[src/mfp_defs.svh]
// constants for the multifunction pin mode logic, pins 0 to 2
// assumes inclusion by the package and the design modules
// What this block does
// - pin 2 mode field sits in bits 5:4, resets to zero
// - pin 1 mode field sits in bits 3:2, resets to zero
// - pin 0 mode field sits in bits 1:0, resets to zero
// - output field 00: push-pull, asserted status drives high
// - output field 01: push-pull, asserted status drives low
// - output field 10: drive high only when asserted, else release
// - output field 11: drive low only when asserted, else release
// - output field selects polarity and allows wired AND or OR
// - input field selects how same-function pins merge; reset is AND true
// - input field 00: function true while all assigned pins high
// - input field 01: function true while all assigned pins low
// - input field 10: function true while any assigned pin high
// - input field 11: function true while any assigned pin low
// - software reads back each written 2-bit mode field
`ifndef MFP_DEFS_SVH
`define MFP_DEFS_SVH
`define MFP_REG_WIDTH    8
`define MFP_FIELD_WIDTH  2
`define MFP_PIN0_LSB     0
`define MFP_PIN1_LSB     2
`define MFP_PIN2_LSB     4
`define MFP_LOW_MASK     8'h3F
`define MFP_MODE_RESET   8'h00
`define MFP_FIELD_RESET  2'h0
`endif

[src/mfp_pkg.sv]
// types for the multifunction pin mode logic
// assumes mfp_defs.svh is on the include path
`include "mfp_defs.svh"
package mfp_pkg;
  typedef enum logic [1:0] {
    MFP_OUT_TRUE    = 2'b00,
    MFP_OUT_INVERT  = 2'b01,
    MFP_OUT_HIGHONLY = 2'b10,
    MFP_OUT_LOWONLY = 2'b11
  } mfp_style_e;
  typedef enum logic [1:0] {
    MFP_IN_AND_TRUE = 2'b00,
    MFP_IN_AND_INV  = 2'b01,
    MFP_IN_OR_TRUE  = 2'b10,
    MFP_IN_OR_INV   = 2'b11
  } mfp_combine_e;
  typedef struct packed {
    logic out;
    logic oe;
  } mfp_drive_s;
endpackage

[src/mfp_pin_mode.sv]
// mode register for pins 0 to 2 plus output styles and input merging
// assumes a write port from the serial interface; bits 7:6 owned elsewhere
`timescale 1ns/100ps
`default_nettype none
`include "mfp_defs.svh"
module mfp_pin_mode #(
  parameter int PINS  = 3,
  parameter int FUNCS = 4
) (
  input  wire logic                 sys_clk,
  input  wire logic                 rst,
  input  wire logic                 regWrite,
  input  wire logic [7:0]           regWrData,
  output var  logic [7:0]           regRdData,
  input  wire logic [PINS-1:0]      pinOutputMode,
  input  wire logic [PINS-1:0]      pinStatus,
  input  wire logic [PINS*2-1:0]    pinFunction,
  input  wire logic [PINS-1:0]      pinIn,
  output var  logic [PINS-1:0]      pinOut,
  output var  logic [PINS-1:0]      pinOe,
  output var  logic [FUNCS-1:0]     controlFunction
);
  import mfp_pkg::*;
  if (PINS != 3) begin : gBadPins
    $error("PINS must be 3");
  end
  if (FUNCS < 1 || FUNCS > 4) begin : gBadFuncs
    $error("FUNCS must be 1 to 4");
  end
  logic [7:0]             pinModeLow_reg;
  logic [PINS-1:0]        assigned [FUNCS];
  logic [FUNCS-1:0]       controlFunction_next;
  // -------------------------------------------
  // mode register
  // -------------------------------------------
  always_ff @(posedge sys_clk) begin
    if (rst) begin
      pinModeLow_reg <= `MFP_MODE_RESET;
    end else if (regWrite) begin
      pinModeLow_reg <= regWrData & `MFP_LOW_MASK;
    end
  end
  assign regRdData = pinModeLow_reg;
  // -------------------------------------------
  // per-pin output stage
  // -------------------------------------------
  genvar gp;
  generate
    for (gp = 0; gp < PINS; gp++) begin : gPin
      mfp_drive_s drive;
      logic [1:0] field;
      assign field = pinModeLow_reg[gp*2 +: 2];
      mfp_pin_driver uDrv (
        .sys_clk (sys_clk),
        .rst     (rst),
        .style   (mfp_style_e'(field)),
        .status  (pinStatus[gp]),
        .drive   (drive)
      );
      assign pinOut[gp] = drive.out;
      assign pinOe[gp]  = drive.oe & pinOutputMode[gp];
    end
  endgenerate
  // -------------------------------------------
  // input merging per control function
  // -------------------------------------------
  always_comb begin
    for (int f = 0; f < FUNCS; f++) begin
      for (int p = 0; p < PINS; p++) begin
        assigned[f][p] = !pinOutputMode[p] && pinFunction[p*2 +: 2] == 2'(f);
      end
    end
  end
  always_comb begin
    logic allHi;
    logic allLo;
    logic oneHi;
    logic oneLo;
    allHi = 1'b1;
    allLo = 1'b1;
    oneHi = 1'b0;
    oneLo = 1'b0;
    controlFunction_next = '0;
    for (int f = 0; f < FUNCS; f++) begin
      allHi = 1'b1;
      allLo = 1'b1;
      oneHi = 1'b0;
      oneLo = 1'b0;
      for (int p = 0; p < PINS; p++) begin
        if (assigned[f][p]) begin
          allHi = allHi & pinIn[p];
          allLo = allLo & ~pinIn[p];
          oneHi = oneHi | pinIn[p];
          oneLo = oneLo | ~pinIn[p];
        end
      end
      // lowest assigned pin's field chooses the merge
      for (int p = PINS - 1; p >= 0; p--) begin
        if (assigned[f][p]) begin
          case (mfp_combine_e'(pinModeLow_reg[p*2 +: 2]))
            MFP_IN_AND_TRUE: controlFunction_next[f] = allHi;
            MFP_IN_AND_INV:  controlFunction_next[f] = allLo;
            MFP_IN_OR_TRUE:  controlFunction_next[f] = oneHi;
            MFP_IN_OR_INV:   controlFunction_next[f] = oneLo;
            default:         controlFunction_next[f] = 1'b0;
          endcase
        end
      end
    end
  end
  always_ff @(posedge sys_clk) begin
    if (rst) begin
      controlFunction <= '0;
    end else begin
      controlFunction <= controlFunction_next;
    end
  end
endmodule
`default_nettype wire

[src/mfp_pin_driver.sv]
// one pin's output stage: style field to level and enable
// assumes status is a synchronous level from the device core
`timescale 1ns/100ps
`default_nettype none
module mfp_pin_driver (
  input  wire logic               sys_clk,
  input  wire logic               rst,
  input  wire mfp_pkg::mfp_style_e style,
  input  wire logic               status,
  output var  mfp_pkg::mfp_drive_s drive
);
  import mfp_pkg::*;
  // -------------------------------------------
  // output style decode
  // -------------------------------------------
  always_ff @(posedge sys_clk) begin
    if (rst) begin
      drive <= '0;
    end else begin
      case (style)
        MFP_OUT_TRUE:     drive <= '{out: status, oe: 1'b1};
        MFP_OUT_INVERT:   drive <= '{out: ~status, oe: 1'b1};
        MFP_OUT_HIGHONLY: drive <= '{out: 1'b1, oe: status};
        MFP_OUT_LOWONLY:  drive <= '{out: 1'b0, oe: status};
        default:          drive <= '0;
      endcase
    end
  end
endmodule
`default_nettype wire

[config.mk]
export PLATFORM = sky130hd
export DESIGN_NAME = mfp_pin_mode
export DESIGN_NICKNAME = d
export VERILOG_FILES = /design/src/mfp_pkg.sv /design/src/mfp_pin_mode.sv /design/src/mfp_pin_driver.sv
export VERILOG_INCLUDE_DIRS = /design/src
export SDC_FILE = /design/constraint.sdc
export NUM_CORES = 1
export LEC_CHECK = 0
export BUFFER_PORTS_ARGS = -buffer_cell sky130_fd_sc_hd__clkbuf_2
export CORE_MARGIN = 8
export CORE_UTILIZATION = 25
export CTS_CLUSTER_SIZE = 16
export DETAILED_ROUTE_END_ITERATION = 12
export SLEW_MARGIN = 20
export SYNTH_ARGS = -nofsm -noshare
export SYNTH_HDL_FRONTEND = slang
export SYNTH_HIERARCHICAL = 1
export SYNTH_SLANG_ARGS = --single-unit
[constraint.sdc]
create_clock -name sys_clk -period 2 [get_ports sys_clk]
set_clock_uncertainty 0.2 [all_clocks]
set_input_delay 0.4 -clock sys_clk [delete_from_list [all_inputs] [get_ports sys_clk]]
set_output_delay 0.4 -clock sys_clk [all_outputs]
set_load 0.01 [all_outputs]
# Word-level counts from Yosys, hierarchy flattened
# Index checks and enable logic that the tools add are counted.
# W data, S select, Z words.
# word_totals
register_bits	16
in_bits	26
# classes
eq_ne	18
muxes	75
bitwise	41
n_reduce_logical	21
# op_table
operator	n
$mux W1	60
$pmux W1 S4	12
$eq A2 B2 Y1 const B	12
$pmux W2 S4	3
$and A1 B1 Y1	19
$or A1 B1 Y1	16
$eq A2 B1 Y1 const B	6
$logic_and A1 B1 Y1	12
$logic_not A2 Y1	6
$not A1 Y1	6
$logic_not A1 Y1	3

# Longest topological paths before layout
# logic_depth
word_depth	11
depth_mapped	6
depth_no_buf	5

# By module
# The synthesis kept the hierarchy.
# by_module_without_submodules
module	n_inst	cells_each	area_per_inst_um2	seq_area_each_um2
mfp_pin_mode	1	151	1246.2	200.2
mfp_pin_driver	3	7	71.3	40.0

# Worst setup path before layout
# No wires, ideal clock.
# synth_path
kind	input to register
start	input pinFunction[4]
end	register controlFunction[3]
setup_time_ns	0.095
t_arrival_ns	1.583
path_slack_ns	0.121
path_stages	6
path_buffers	1
cell_sequence	buf_2 > and2_4 > a221oi_2 > mux2i_1 > nor3_1 > a221oi_1
# synth_between
elab_chain_len	7
elab_cells_between_ends	12
classes_between	eq/ne (1); mux (10); reduce/logical (1)
# synth_lines
item	line	rtl
start, declared	mfp_pin_mode.sv:17	input wire logic [PINS*2-1:0] pinFunction,
$eq A2 B2 Y1 *	mfp_pin_mode.sv:70	assigned[f][p] = !pinOutputMode[p] && pinFunction[p*2 +: 2] == 2'(f);
$logic_and A1 B1 Y1 *	mfp_pin_mode.sv:70	
$mux W1	mfp_pin_mode.sv:90	if (assigned[f][p]) begin
$pmux W1 S4	mfp_pin_mode.sv:100	case (mfp_combine_e'(pinModeLow_reg[p*2 +: 2]))
$mux W1 (2 in series)	mfp_pin_mode.sv:99	if (assigned[f][p]) begin
$mux W1 *	mfp_pin_mode.sv:99	
end signal, assigned	mfp_pin_mode.sv:115	controlFunction <= controlFunction_next;
end, declared	mfp_pin_mode.sv:21	output var logic [FUNCS-1:0] controlFunction
# Mark *: on every way between the ends. The rest lies on a longest branch, timed or not.
# A chain may end at the register's enable or synchronous reset.

# Worst setup path after layout
# layout_path
start	input pinIn[0]
end	register controlFunction[1]
# layout_between
elab_chain_len	10
elab_cells_between_ends	27
classes_between	mux (18); bitwise (9)
# layout_lines
item	line	rtl
start, declared	mfp_pin_mode.sv:18	input wire logic [PINS-1:0] pinIn,
$not A1 Y1	mfp_pin_mode.sv:92, mfp_pin_mode.sv:94	
$mux W1	mfp_pin_mode.sv:90	
$or A1 B1 Y1 or $and A1 B1 Y1 (tied branches)	mfp_pin_mode.sv:94, mfp_pin_mode.sv:92	
$mux W1	mfp_pin_mode.sv:90	
$or A1 B1 Y1 or $and A1 B1 Y1 (tied branches)	mfp_pin_mode.sv:94, mfp_pin_mode.sv:92	
$mux W1	mfp_pin_mode.sv:90	
$pmux W1 S4	mfp_pin_mode.sv:100	
$mux W1 (2 in series)	mfp_pin_mode.sv:99	
$mux W1 *	mfp_pin_mode.sv:99	
# Marks and branches as above.

==> flow_summary.toml <==
[global_route]
grt_pass1_vias = 1520
grt_max_degree = 17
grt_util_all_layers_pct = 9.93
overflow = 0
antenna_found_initial = 0
grt_first_pass_wirelength_um = 7160

[yosys]
synth_edf_count = 0
syn_area_um2 = 1460
yosysWarnings = 6
synth_flop_cell = "dfxtp_1"
synthArstFlopShare_pct = 0
synthTopCellsByArea = "dfxtp_1 22%, mux2i_1 13%, nor3_1 6.5%"
ys_ff_latch = 16
synth_area_leader_cell = "dfxtp_1"
yosysSeqAreaShare_pct = 21.9
syn_avg_cell_area_um2 = 8.49
postSynthCellCount = 172
yosys.area.top_type_share_pct = 21.9
synth.distinct_cells = 45

[power_and_ir_drop]
p_total_uw = 892
power.leakage_nw = 0.868
p_per_area_nw_per_um2 = 464
ir_worst_vdd_uv = 341

[timing]
finalHoldViolCount = 0
finalSetupTns_ns = 0
setup_viol_count_final = 0
relSlewSlack_pct = 65.8
slew_violations = 0
finalWorstSetupSlack_ns = 0.131
fin_crit_ns = 1.87
rsz0062_at_grt = "no"
whs_ns = 0.193
layout_worst_path_cycle_share_pct = 93.4
fmax_mhz = 535
worstMarginPinSlew_ns = 0.513

[cells_and_area]
antenna_cells = 0
layout.nets = 254
stdcell_count = 301
multiInputGateArea_um2 = 1070
nFillCells = 654
drive_gt1_share_pct = 38.9
regArea_um2 = 320
syn_to_final_growth_pct = 31.8

[place]
dp_hpwl_um = 3400
gp_congestion = 0.815
port_buffers = 39
place_ws_ns = -0.0723
dp.cells = 297

[cts]
cts_sinks = 16
cts_hold_buf = 0
clock_path_buffers = 2
root_buffer = "clkbuf_8"
cts_buffers = 3
cts_tree = "built"
clkSlewWorstSetupHoldPaths_ns = 0.06
clock_latency_ns = 0.24
cts_max_level = 1

[drt]
routed_wl_um = 4260
routed_via_density = 4.98
num_vias = 1499
drtIter0Drc = 131
routedWlPerCell_um = 14.1
drt_pass1_iterations = 4
drc = 0
final_antenna_net_count = 0

[run]
max_cap_viol_count = 0

[worst_setup_path]
crit_chain = "clkbuf_2, buf_4, nor4bb_4, buf_4, nor3_1, a211o_1, o211ai_1, a311oi_1"
max_stage_delay_ns = 0.35
path_buf_inv = 3
path_class = "input port to register"
cp.arrival_ns = 1.78
critPathMaxFanout = 6
required_ns = 1.91
slowest_stage = "nor4bb_4"
startpoint_type = "input port"
cp-end-kind = "register"
crit_family = "compound AO/OA/AOI/OAI gates"
path_common_cell = "buf_4"

[floorplanning]
dieArea_um2 = 8540
core-area_um2 = 5780
dieWidth_um = 92.4
num_rows = 28
die_h_um = 92.4
start_util_pct = 25.3
io_pins = 44

[min_path]
hold_class = "input port to register"

[outcome]
status = "completed"
-- stage by stage --
step	instance area [um2]	utilization, %
floorplan	1460	-
global placement	1850	32.1
detailed placement	1850	32.1
CTS	1890	32.8
global route	1920	33.3
finish	1920	33.3
-- cells in the final DEF (no fill, tap or decap), types with 2 or more instances in the layout --
master and instances:
nand2b_1 4, conb_1 2, and4bb_2 3, clkbuf_2 39, o211ai_1 4, nor3_2 4
nor3_1 19, nand2_1 7, nor2_1 12, o311ai_0 2, a221oi_2 3, dfxtp_1 16
a211oi_1 3, clkbuf_8 3, nor4b_2 2, o41ai_1 2, a311oi_1 3, nor2b_1 4
and3b_1 2, a21oi_1 7, nor3b_1 5, and2_1 3, a211o_1 4, inv_1 5
mux2i_1 19, nor4b_1 2, nor4_1 2, o21ai_0 2, buf_4 24, or2_2 2
o21a_1 3
-- flip-flops by register name, indices dropped and copies added (netlist names) --
name,flops
regRdData,6
gPin.uDrv/drive,6
controlFunction,4
-- final cells by class --
cell class	count	area share (%)
Clock buffer	3	2.15
Inverter	6	1.17
Multi-Input combinational cell	138	55.7
Sequential cell	16	16.6
Tap cell	75	4.88
Timing Repair Buffer	63	19.5
-- cell usage after synthesis, types with 3 or more instances --
master    instances
a221oi_2          4
nand2_1           7
buf_2             3
nor4b_1           3
buf_4             5
a211o_1           4
clkbuf_1          3
nor3_1           19
and4bb_2          3
inv_1             5
a211oi_1          4
nor2_1           12
mux2i_1          19
o211ai_1          4
nor3_2            4
nor3b_1           5
nor2b_1           4
dfxtp_1          16
and2_1            3
o21a_1            3
a21oi_1           7
a311oi_1          3
nand2b_1          4
-- kinds of logic after synthesis --
kind of cell / Yosys count / share of synthesized area, %
buffers and inverters: 19 / 6.51
AND/OR/NAND/NOR: 81 / 38.2
other: 1 / 0.257
multiplexers: 19 / 13.0
flip-flops: 16 / 21.9
AO/OA/AOI/OAI: 36 / 20.1
-- timing repair --
action	4_1_cts	5_1_grt
setup buffers	0	1
gates resized for setup	0	3
setup endpoints to repair	0	1
-- layer usage --
layer / global-route usage (%) / up-vias / part of all wire [%]
met5: 0 / - / 0
met1: 14.7 / 680 / 50
met4: 1.61 / 0 / 0
li1: - / 764 / -
met2: 14.4 / 55 / 43
met3: 2.18 / 0 / 7.8
-- path summary, 6_finish.rpt --
path	depth (start not counted)	endpoint	startpoint	slack, ns
setup reg to reg	5	controlFunction[3]	regRdData[3]	0.29
hold reg to reg	1	gPin[0].uDrv/drive[0]	regRdData[1]	0.38
setup / recovery	8	controlFunction[1]	pinIn[0]	0.13
hold / removal	3	regRdData[2]	regWrData[2]	0.19
-- report_power, final --
part           total (mW)  internal (mW)  switching [mW]
combinational       0.303          0.146           0.158
sequential          0.361          0.341          0.0204
clock               0.228          0.133          0.0949
total               0.892          0.620           0.273
-- worst min-delay path: cells and delay by family --
| kind | cells | cell delay, ns |
|---|---|---|
| and+or+nand+nor | 1 | 0.07 |
| muxes | 1 | 0.05 |
| buffers and inverters | 1 | 0.07 |
Power figures use the tool's default switching activity.
